[config.mk]
export PLATFORM = sky130hd
export DESIGN_NAME = pwc_top
export DESIGN_NICKNAME = d
export VERILOG_FILES = /design/src/common/pwc_pkg.sv /design/src/hdl/pwc_top.sv /design/src/hdl/pwc_tone.sv
export VERILOG_INCLUDE_DIRS = /design/src /design/src/common
export SDC_FILE = /design/constraint.sdc
export NUM_CORES = 1
export LEC_CHECK = 0
export BUFFER_PORTS_ARGS = -buffer_cell sky130_fd_sc_hd__buf_4
export CORE_MARGIN = 3
export CORE_UTILIZATION = 25
export CTS_CLUSTER_DIAMETER = 200
export DETAILED_ROUTE_END_ITERATION = 10
export GPL_TIMING_DRIVEN = 0
export PLACE_DENSITY = 0.39
export SYNTH_ARGS = -nofsm -noshare
export SYNTH_HDL_FRONTEND = slang
export SYNTH_SLANG_ARGS = --single-unit
[constraint.sdc]
create_clock -name clk_in -period 9.24 [get_ports clk_in]
set_clock_uncertainty 0.1 [all_clocks]
set_input_delay 2.31 -clock clk_in [delete_from_list [all_inputs] [get_ports clk_in]]
set_output_delay 2.31 -clock clk_in [all_outputs]
set_load 0.005 [all_outputs]
[src/common/pwc_map.svh]
// register offsets, field positions and reset values of the modulator block
`ifndef PWC_MAP_SVH
`define PWC_MAP_SVH

// ****************************************************************
// byte addresses of the control registers
// ****************************************************************
`define PWC_A_T1_LO_L 8'h99
`define PWC_A_T1_LO_H 8'h9A
`define PWC_A_T1_HI_L 8'h9B
`define PWC_A_T1_HI_H 8'h9C
`define PWC_A_T2_LO_L 8'h9D
`define PWC_A_T2_LO_H 8'h9E
`define PWC_A_T2_HI_L 8'h9F
`define PWC_A_T2_HI_H 8'hA1
`define PWC_A_ENABLE  8'hA2
`define PWC_A_QCTRL   8'hA3
`define PWC_A_C0_L    8'hA4
`define PWC_A_C0_H    8'hA5
`define PWC_A_C1_L    8'hA6
`define PWC_A_C1_H    8'hA7
`define PWC_A_C2_L    8'hA9
`define PWC_A_C2_H    8'hAA
`define PWC_A_C3_L    8'hAB
`define PWC_A_C3_H    8'hAC
`define PWC_A_PER_L   8'hAD
`define PWC_A_PER_H   8'hAE

// ****************************************************************
// field positions and reset values
// ****************************************************************
`define PWC_EN_QUAD   0
`define PWC_EN_TONE1  1
`define PWC_EN_TONE2  2
`define PWC_EN_SHARE1 3
`define PWC_EN_WIDTH  6
`define PWC_POLA_BASE 4
`define PWC_RST_BYTE  8'h00
`define PWC_RST_WORD  16'h0000

`endif

[src/common/pwc_pkg.sv]
// types shared by the modulator block
package pwc_pkg;
  typedef logic [7:0]  pwc_byte_t; // one register byte
  typedef logic [15:0] pwc_word_t; // one 16-bit count

  // whole state of the four-channel unit and its register file
  typedef struct packed {
    logic [5:0]       en;     // enable and share byte, bits 5..0
    logic [7:0]       ctrl;   // level select 7..4, channel enable 3..0
    logic [3:0][15:0] cmp;    // per-channel compare values
    logic [15:0]      period; // shared period value
    logic [1:0][15:0] thi;    // tone high times
    logic [1:0][15:0] tlo;    // tone low times
    logic [15:0]      cnt;    // shared up-counter
    logic [3:0]       qout;   // channel output levels
    logic [7:0]       rdata;  // read data register
  } pwc_state_s;

  // tone phase, one-hot
  typedef enum logic [1:0] {
    PWC_PH_HIGH = 2'b01,
    PWC_PH_LOW  = 2'b10
  } pwc_phase_e;

  // whole state of one tone unit
  typedef struct packed {
    pwc_phase_e ph;  // current half of the period
    logic [15:0] cnt; // cycles spent in that half
    logic        out; // output level
  } pwc_tone_s;
endpackage

[src/hdl/pwc_top.sv]
// modulator block: register file, four-channel unit and two tone units
//
// Overview of operation
// - share bit picks channel 0 compare value
// - enable bit 2 runs second tone unit
// - enable bit 1 runs first tone unit
// - enable bit 0 runs, clearing stops and clears
// - level select sets output level at overflow
// - channel enable bit gates channel output
// - count up, toggle at compare, wrap after period
// - zero compare 0%, above period 100%
// - tone high and low counts form period
//
// Our own choice: the address-and-strobe port.
`timescale 1ns/1ps
`include "pwc_map.svh"
module pwc_top (
  input  wire logic               clk_in,            // system clock
  input  wire logic               nrst_in,           // async reset, active low
  input  wire pwc_pkg::pwc_byte_t addr_in,           // register byte address
  input  wire pwc_pkg::pwc_byte_t wdata_in,          // write data
  input  wire logic               wr_in,             // write strobe
  input  wire logic               rd_in,             // read strobe
  output pwc_pkg::pwc_byte_t      rdata_out,         // read data, cycle after strobe
  output logic                    quad_output_a_out, // channel 0
  output logic                    quad_output_b_out, // channel 1
  output logic                    quad_output_c_out, // channel 2
  output logic                    quad_output_d_out, // channel 3
  output logic                    first_tone_out,    // first tone unit
  output logic                    second_tone_out    // second tone unit
);
  import pwc_pkg::*;

  pwc_state_s       st_reg;  // registered state
  pwc_state_s       st_next; // next state
  logic [3:0][15:0] eff_cmp; // compare value each channel really uses
  logic [7:0]       rd_mux;  // byte selected for a read

  // ****************************************************************
  // duty source selection
  // ****************************************************************
  // channel 0 always uses its own value; 1..3 may borrow channel 0's
  always_comb begin
    eff_cmp[0] = st_reg.cmp[0];
    for (int n = 1; n < 4; n++) begin
      eff_cmp[n] = st_reg.en[`PWC_EN_SHARE1 + n - 1] ? st_reg.cmp[0] : st_reg.cmp[n];
    end
  end

  // ****************************************************************
  // register file, counter and channel outputs
  // ****************************************************************
  always_comb begin
    st_next = st_reg;
    rd_mux  = 8'h00;
    // address decode; unmapped addresses read zero and drop writes
    unique case (addr_in)
      `PWC_A_T1_LO_L: begin
        rd_mux = st_reg.tlo[0][7:0];
        if (wr_in) st_next.tlo[0][7:0] = wdata_in;
      end
      `PWC_A_T1_LO_H: begin
        rd_mux = st_reg.tlo[0][15:8];
        if (wr_in) st_next.tlo[0][15:8] = wdata_in;
      end
      `PWC_A_T1_HI_L: begin
        rd_mux = st_reg.thi[0][7:0];
        if (wr_in) st_next.thi[0][7:0] = wdata_in;
      end
      `PWC_A_T1_HI_H: begin
        rd_mux = st_reg.thi[0][15:8];
        if (wr_in) st_next.thi[0][15:8] = wdata_in;
      end
      `PWC_A_T2_LO_L: begin
        rd_mux = st_reg.tlo[1][7:0];
        if (wr_in) st_next.tlo[1][7:0] = wdata_in;
      end
      `PWC_A_T2_LO_H: begin
        rd_mux = st_reg.tlo[1][15:8];
        if (wr_in) st_next.tlo[1][15:8] = wdata_in;
      end
      `PWC_A_T2_HI_L: begin
        rd_mux = st_reg.thi[1][7:0];
        if (wr_in) st_next.thi[1][7:0] = wdata_in;
      end
      `PWC_A_T2_HI_H: begin
        rd_mux = st_reg.thi[1][15:8];
        if (wr_in) st_next.thi[1][15:8] = wdata_in;
      end
      `PWC_A_ENABLE: begin
        // upper two bits are not built: read zero, writes ignored
        rd_mux = {2'b00, st_reg.en};
        if (wr_in) st_next.en = wdata_in[`PWC_EN_WIDTH-1:0];
      end
      `PWC_A_QCTRL: begin
        rd_mux = st_reg.ctrl;
        if (wr_in) st_next.ctrl = wdata_in;
      end
      `PWC_A_C0_L: begin
        rd_mux = st_reg.cmp[0][7:0];
        if (wr_in) st_next.cmp[0][7:0] = wdata_in;
      end
      `PWC_A_C0_H: begin
        rd_mux = st_reg.cmp[0][15:8];
        if (wr_in) st_next.cmp[0][15:8] = wdata_in;
      end
      `PWC_A_C1_L: begin
        rd_mux = st_reg.cmp[1][7:0];
        if (wr_in) st_next.cmp[1][7:0] = wdata_in;
      end
      `PWC_A_C1_H: begin
        rd_mux = st_reg.cmp[1][15:8];
        if (wr_in) st_next.cmp[1][15:8] = wdata_in;
      end
      `PWC_A_C2_L: begin
        rd_mux = st_reg.cmp[2][7:0];
        if (wr_in) st_next.cmp[2][7:0] = wdata_in;
      end
      `PWC_A_C2_H: begin
        rd_mux = st_reg.cmp[2][15:8];
        if (wr_in) st_next.cmp[2][15:8] = wdata_in;
      end
      `PWC_A_C3_L: begin
        rd_mux = st_reg.cmp[3][7:0];
        if (wr_in) st_next.cmp[3][7:0] = wdata_in;
      end
      `PWC_A_C3_H: begin
        rd_mux = st_reg.cmp[3][15:8];
        if (wr_in) st_next.cmp[3][15:8] = wdata_in;
      end
      `PWC_A_PER_L: begin
        rd_mux = st_reg.period[7:0];
        if (wr_in) st_next.period[7:0] = wdata_in;
      end
      `PWC_A_PER_H: begin
        rd_mux = st_reg.period[15:8];
        if (wr_in) st_next.period[15:8] = wdata_in;
      end
      default: begin
        rd_mux = 8'h00;
      end
    endcase
    // read data live for exactly one cycle after the strobe
    st_next.rdata = rd_in ? rd_mux : 8'h00;

    // shared counter: cleared while the unit is off
    if (!st_reg.en[`PWC_EN_QUAD]) begin
      st_next.cnt  = 16'h0000;
      st_next.qout = 4'h0;
    end else begin
      // period value plus one counts per cycle, then reload
      if (st_reg.cnt >= st_reg.period) begin
        st_next.cnt = 16'h0000;
      end else begin
        st_next.cnt = st_reg.cnt + 16'h0001;
      end
      // active until the compare value is reached; zero never active,
      // above the period always active
      for (int n = 0; n < 4; n++) begin
        if (!st_reg.ctrl[n]) begin
          st_next.qout[n] = 1'b0;
        end else begin
          st_next.qout[n] = (st_reg.cnt < eff_cmp[n])
                            ^ st_reg.ctrl[`PWC_POLA_BASE + n];
        end
      end
    end
  end

  // state register
  always_ff @(posedge clk_in or negedge nrst_in) begin
    if (!nrst_in) begin
      st_reg <= '0;
    end else begin
      st_reg <= st_next;
    end
  end

  // ****************************************************************
  // tone units
  // ****************************************************************
  // each unit restarts from its high half whenever its enable is set again
  pwc_tone u_tone1 (
    .clk_in   (clk_in),
    .nrst_in  (nrst_in),
    .en_in    (st_reg.en[`PWC_EN_TONE1]),
    .hi_in    (st_reg.thi[0]),
    .lo_in    (st_reg.tlo[0]),
    .tone_out (first_tone_out)
  );
  pwc_tone u_tone2 (
    .clk_in   (clk_in),
    .nrst_in  (nrst_in),
    .en_in    (st_reg.en[`PWC_EN_TONE2]),
    .hi_in    (st_reg.thi[1]),
    .lo_in    (st_reg.tlo[1]),
    .tone_out (second_tone_out)
  );

  // outputs straight from flip-flops
  assign rdata_out         = st_reg.rdata;
  assign quad_output_a_out = st_reg.qout[0];
  assign quad_output_b_out = st_reg.qout[1];
  assign quad_output_c_out = st_reg.qout[2];
  assign quad_output_d_out = st_reg.qout[3];
endmodule

[src/hdl/pwc_tone.sv]
// single-channel high/low time modulator
`timescale 1ns/1ps
module pwc_tone (
  input  wire logic              clk_in,   // system clock
  input  wire logic              nrst_in,  // async reset, active low
  input  wire logic              en_in,    // unit enable
  input  wire pwc_pkg::pwc_word_t hi_in,   // high time in cycles
  input  wire pwc_pkg::pwc_word_t lo_in,   // low time in cycles
  output logic                   tone_out  // modulated output
);
  import pwc_pkg::*;

  pwc_tone_s st_reg;  // registered state
  pwc_tone_s st_next; // next state

  // ****************************************************************
  // phase sequencer
  // ****************************************************************
  // disabling clears the counter, so re-enabling after new times restarts cleanly
  always_comb begin
    st_next = st_reg;
    if (!en_in) begin
      st_next.ph  = PWC_PH_HIGH;
      st_next.cnt = 16'h0000;
      st_next.out = 1'b0;
    end else begin
      unique case (st_reg.ph)
        PWC_PH_HIGH: begin
          // output follows the half one cycle late, so the first half after
          // enable is as long as every later one; a zero high time stays low
          st_next.out = (hi_in != 16'h0000);
          if (hi_in == 16'h0000 || st_reg.cnt >= hi_in - 16'h0001) begin
            st_next.ph  = PWC_PH_LOW;
            st_next.cnt = 16'h0000;
          end else begin
            st_next.cnt = st_reg.cnt + 16'h0001;
          end
        end
        PWC_PH_LOW: begin
          // a zero low time keeps the output high
          st_next.out = (lo_in == 16'h0000);
          if (lo_in == 16'h0000 || st_reg.cnt >= lo_in - 16'h0001) begin
            st_next.ph  = PWC_PH_HIGH;
            st_next.cnt = 16'h0000;
          end else begin
            st_next.cnt = st_reg.cnt + 16'h0001;
          end
        end
        default: begin
          st_next.ph  = PWC_PH_HIGH;
          st_next.cnt = 16'h0000;
        end
      endcase
    end
  end

  // state register
  always_ff @(posedge clk_in or negedge nrst_in) begin
    if (!nrst_in) begin
      st_reg <= '{ph: PWC_PH_HIGH, cnt: 16'h0000, out: 1'b0};
    end else begin
      st_reg <= st_next;
    end
  end

  assign tone_out = st_reg.out;
endmodule

==> metrics.cfg, run 1 <==
[setup_path]
critPathArrivalTime_ns=5.71
path_max_fanout=10
critPathRequiredTime_ns=9.55
cp-start-kind=primary input
worstSetupEndpointType=flop
critical_path_class=primary input to flop

[grt]
grt_pass1_wl_mm=88.19
grt_max_degree=113
first_global_vias=12410
antenna_found_initial=3
grt_util_all_layers_pct=18.74
grt-ovfl-total=0

[route]
drt_wl_total_mm=59.42
postRouteAntennaNets=0
drc=0
vias=12140
drt-wirelength-per-cell_um=25.44
via_per_inst=5.196
dr.pass1.iters=6
drt_iter0_drc=899

[clock_tree]
ctsHtreeMaxLevel=1
cts_tree=built
cts.clk_slew.worst_paths_ns=0.06
clkSinkCount=224
cts_resized=0
hold_buffers=0
clk_latency_ns=0.57
cts-root-buf=clkbuf_16
cts_made_buffers=27
cts_setup_buffers=0
cts.path.max_buffers=3

[timing]
final-setup-viol-count=0
setup_tns_ns=0
max_freq_ghz=0.1853
final_hold_viol_count=0
finalMaxSlewViolations=0
finalCritPeriodShare_pct=58.41
tightest_slew_ns=1.101
period_minus_slack_ns=5.397
rsz0062_at_grt=no
relSlewSlack_pct=26.57

[synth]
synth-seq-cells=224
netlist_area_sq_um=15140
synth_edf_count=0
seq_area_frac_synth_pct=37.04
synth_ff_type=dfrtp_1
netlist_instances=1489
syn-num-nets=1664
ys_warn_count=0
synth_cell_types=67
synth_area_per_cell_sq_um=10.17
synthArstFlopShare_pct=100.0

[place]
gp_congestion=0.9663
hpwl_mm=44.79
io_buffers=23
place_area_sq_um=16350

[floorplan]
rows=89
core-area_sq_um=59460
fp.dieW_um=252.1
dieArea_sq_um=63560
io_pins=34
initial_core_util_pct=25.46
die_h_um=252.1

[finish]
finalNetCount=1718
largest_register_ffs=158
final_area_sq_um=17260
antenna_cells=0
drive_above_1_share_pct=16.12
syn2layout_area_growth_pct=13.96
fillers=6287

[worst_hold_path]
min_path_type=flop to flop

[power]
p_leak_uw=0.007688
powerDensity_nw_per_um2=152.2
irDropWorstVdd_mv=0.1521

[run_status]
status=complete, no violations

[flow_run]
cap_viol_max_count=0

-- area by class of cell --
cell class	instances	area [sq um]	area share, %
Timing Repair Buffer	25	235.2	1.363
Sequential cell	224	5608	32.50
Clock buffer	39	800.8	4.640
Multi-Input combinational cell	1131	8992	52.11
Buffer	76	329.1	1.907
Tap cell	773	967.2	5.605
Inverter	58	217.7	1.262
Clock inverter	10	106.4	0.6163
-- where the power goes --
| group | internal, uW | switching, uW |
|---|---|---|
| clock | 654 | 450 |
| combinational | 170 | 270 |
| sequential | 1020 | 64.8 |
| total | 1840 | 785 |
-- per-stage QoR --
| step | total power (uW) | instances | util [%] | hold WS (ns) | setup slack (ns) |
|---|---|---|---|---|---|
| global placement | 1534 | 2285 | 27.38 | 0.3962 | 3.435 |
| finish | 2627 | 2336 | 29.02 | 0.4092 | 3.843 |
| detailed placement | 1544 | 2287 | 27.49 | 0.4011 | 3.423 |
| global route | 2753 | 2336 | 29.02 | 0.4378 | 3.830 |
| floorplan | 1354 | 1489 | - | 0.3629 | 4.956 |
| CTS | 2669 | 2336 | 29.02 | 0.4146 | 4.016 |
-- cells in the final DEF (no fill, tap or decap), drive strengths merged, types with 7 or more instances in the layout --
cell    count
a21o       29
a21oi      48
a221oi     21
a22oi      11
a31oi      14
and3       19
and4        8
buf        45
clkbuf     95
dfrtp     222
ha        155
inv        59
mux2      154
mux2i      63
nand2      82
nand2b     12
nand3      61
nand4      28
nor2       81
nor2b      14
nor3       57
nor4       15
o211ai     10
o21a        8
o21ai      46
o22ai      10
or4         7
xnor2      57
xor2       42
-- critical path: stages --
cell      delay, ns
buf_4          0.14
nor4bb_1       0.41
clkbuf_1       0.47
nor3b_1        0.78
clkbuf_1       0.50
a22oi_1        0.12
o21ai_0        0.42
o21ai_0        0.16
a31oi_1        0.39
-- cell usage after synthesis, types with 42 or more instances --
library cell,instances,share of area [%]
dfrtp_1,222,37
ha_1,155,13
mux2_2,153,11
nand2_1,82,2.0
nor2_1,81,2.0
mux2i_1,63,4.2
nand3_1,61,2.0
inv_1,58,1.4
nor3_1,57,1.9
xnor2_1,57,3.3
clkbuf_1,56,1.4
a21oi_1,48,1.6
o21ai_0,46,1.5
xor2_1,42,2.4
-- cells by family (layout without fill, tap and decap cells) --
| group | after synthesis | in the layout | share of synthesized area (%) |
|---|---|---|---|
| AO/OA/AOI/OAI | 248 | 248 | 11.35 |
| XOR/XNOR | 99 | 99 | 5.726 |
| adder cells (fa/ha/maj) | 155 | 155 | 12.81 |
| buffers and inverters | 134 | 208 | 3.611 |
| flip-flops | 224 | 224 | 37.04 |
| multiplexers | 218 | 218 | 15.79 |
| AND/OR/NAND/NOR | 411 | 411 | 13.68 |
-- metal layers --
layer | routed length [um] | global-route usage, % | vias up | part of all wire [%]
met2 | 27470 | 30.78 | 301 | 46
met3 | 2221 | 1.904 | 86 | 3.7
met5 | 0 | 0 | - | 0
met4 | 2233 | 6.114 | 0 | 3.8
met1 | 27500 | 25.90 | 6130 | 46
li1 | - | - | 5620 | -
-- final timing paths --
check / slack [ns] / from / endpoint / cells past startpoint
setup / recovery: 3.84 / addr_in[4] / rdata_out[4]$_DFF_PN0_ / 9
hold / removal: 0.41 / st_reg[100]$_DFFE_PN0P_ / st_reg[100]$_DFFE_PN0P_ / 1
setup reg to reg: 4.61 / st_reg[47]$_DFFE_PN0P_ / u_tone2.st_reg[17]$_DFFE_PN1P_ / 13
hold reg to reg: 0.41 / st_reg[100]$_DFFE_PN0P_ / st_reg[100]$_DFFE_PN0P_ / 1
max in group asynchronous: 6.74 / nrst_in / st_reg[25]$_DFF_PN0_ / 2
min in group asynchronous: 1.47 / nrst_in / u_tone2.st_reg[18]$_DFFE_PN0P_ / 1
(Power assumes the default switching activity.)
==> run 2, diff against run 1 <==
- ABC_AREA: unset -> 1
- clock period: 9.24 -> 5.3 ns (I/O delays scaled with it)
==> metrics.cfg, run 2 <==
[power]
powerDensity_nw_per_um2=265.3
p_leak_uw=0.008509
irDropWorstVdd_mv=0.2306
total_power_uw=4676

[route]
vias=13900
via_per_inst=4.742
drt_iter0_drc=1053
drt_wl_total_mm=55.45
drc=0
dr.pass1.iters=6
drt-wirelength-per-cell_um=18.92
postRouteAntennaNets=0

[floorplan]
dieArea_sq_um=64530
initial_core_util_pct=25.38
rows=90
die_h_um=254.0
io_pins=34
core-area_sq_um=60580
fp.dieW_um=254.0

[synth]
seq_area_frac_synth_pct=36.47
synthArstFlopShare_pct=100.0
ys_warn_count=0
synth.most_common_cell=nand2_1
netlist_instances=2061
synth_top_area_share_pct=36.12
synth_ff_type=dfrtp_1
netlist_area_sq_um=15380
synth_area_per_cell_sq_um=7.462
synth-seq-cells=224
synth_cell_types=43
synth_top_cell_by_area=dfrtp_1
synth_area_leaders=dfrtp_1 36%, nand2_1 14%, ha_1 13%
synth_edf_count=0
synth_common_cells=561 x nand2_1, 222 x dfrtp_1, 211 x inv_1
syn-num-nets=2236

[setup_path]
path_max_fanout=10
worstSetupEndpointType=flop
rrSetupSlack_ns=1.60
cp-start-kind=flop
critical_path_class=flop to flop
crit_end=u_tone2.st_reg[13]$_DFF_PN0_
critPathRequiredTime_ns=5.68
startpoint=st_reg[44]$_DFFE_PN0P_
critPathArrivalTime_ns=4.08
ff2ff_path_depth=17
worstReg2RegStart=st_reg[44]$_DFFE_PN0P_
r2r_end=u_tone2.st_reg[13]$_DFF_PN0_

[worst_hold_path]
min_from=st_reg[42]$_DFFE_PN0P_
min_path_type=flop to flop

[timing]
rsz0062_at_grt=no
period_minus_slack_ns=3.700
relSlewSlack_pct=28.08
final-setup-viol-count=0
setup_ws_ns=1.600
setup_tns_ns=0
tightest_slew_ns=1.079
max_freq_ghz=0.2703
holdWs_ns=0.3824
finalCritPeriodShare_pct=69.81
final_hold_viol_count=0
finalMaxSlewViolations=0

[grt]
first_global_vias=13550
grt_pass1_wl_mm=84.41
grt-ovfl-total=0
grt_util_all_layers_pct=17.21
grt_max_degree=90
antenna_found_initial=1

[clock_tree]
ctsHtreeMaxLevel=1
cts_setup_buffers=0
clk_latency_ns=0.60
cts.clk_slew.worst_paths_ns=0.06
hold_buffers=0
clkSinkCount=224
cts-root-buf=clkbuf_16
cts.path.max_buffers=3
cts_made_buffers=29
cts_resized=0
cts_tree=built

[place]
gp_congestion=0.8969
placedCellCount=2877
dp_slack_ns=1.561
io_buffers=32
hpwl_mm=41.58

[finish]
fillers=6623
layout_common_cells=561 x nand2_1, 222 x dfrtp_1, 211 x inv_1, 210 x nor2_1, 186 x o21ai_0
syn2layout_area_growth_pct=14.64
antenna_cells=0
finalNetCount=2301
fin_cells=2930
largest_register_ffs=158
drive_above_1_share_pct=8.473
layout_commonest_cell=nand2_1

[run_status]
status=complete, no violations

[flow_run]
cap_viol_max_count=0

## run 2: cells by family (layout without fill, tap and decap cells)
logic type	Yosys count	after routing	share of synthesized area, %
xor gates and xnor gates	80	80	4.556
DFF	224	224	36.47
and+or+nand+nor	958	958	26.17
buffers and inverters	277	364	7.477
AOI/OAI and AO/OA	367	367	12.72
adders and majority gates	155	155	12.61
## run 2: worst min path at each step
stage	end	slack [ns]	cells past startpoint
6_report	st_reg[42]$_DFFE_PN0P_	0.38	2
5_1_grt	eff_cmp[5]$_DFFE_PN0P_	0.41	2
4_1_cts	st_reg[42]$_DFFE_PN0P_	0.38	2
3_5_place_dp	st_reg[42]$_DFFE_PN0P_	0.37	2
3_3_place_gp	st_reg[42]$_DFFE_PN0P_	0.37	2
2_1_floorplan	eff_cmp[0]$_DFFE_PN0P_	0.35	2
## run 2: layout make-up
cell class                 count  area [sq um]  area share, %
inverter                     223         842.1          4.776
tap                          782         978.4          5.550
sequential                   224          5608          31.81
clock buffer                  43         848.3          4.812
timing repair buffer          34         302.8          1.718
clock inverter                10         121.4         0.6884
buffer                        54         307.8          1.746
multi-input combinational   1560          8621          48.90
## run 2: worst max-delay path: stages (launching register included)
cell and delay, ns:
dfrtp_1 0.42, inv_1 0.18, ha_1 0.21, nand2_1 0.12
nor3_1 0.32, nand4_1 0.21, nor3_1 0.22, xor2_1 0.18
inv_1 0.06, ha_1 0.26, nand2_1 0.08, nor4_1 0.32
nand2_1 0.17, nand2_1 0.09, nand2_1 0.05, nand2_1 0.23
buf_2 0.29, nor2_1 0.07
## run 2: per-stage QoR
step / util [%] / area (sq um)
floorplan: - / 15380
global placement: 27.40 / 16600
detailed placement: 27.50 / 16660
CTS: 29.10 / 17630
global route: 29.10 / 17630
finish: 29.10 / 17630
## run 2: where the power goes
group / internal [uW] / total, uW / switching, uW
Combinational: 266 / 792 / 526
Sequential: 1780 / 1850 / 75.1
Clock: 1200 / 2030 / 831
Total: 3240 / 4680 / 1430
## run 2: metal layers
metal	part of all wire (%)	vias to the layer above	global-route usage [%]
li1	-	6845	-
met1	50	6624	25.10
met2	43	342	26.61
met3	4.8	84	2.610
met4	2.5	0	4.210
met5	0	-	0
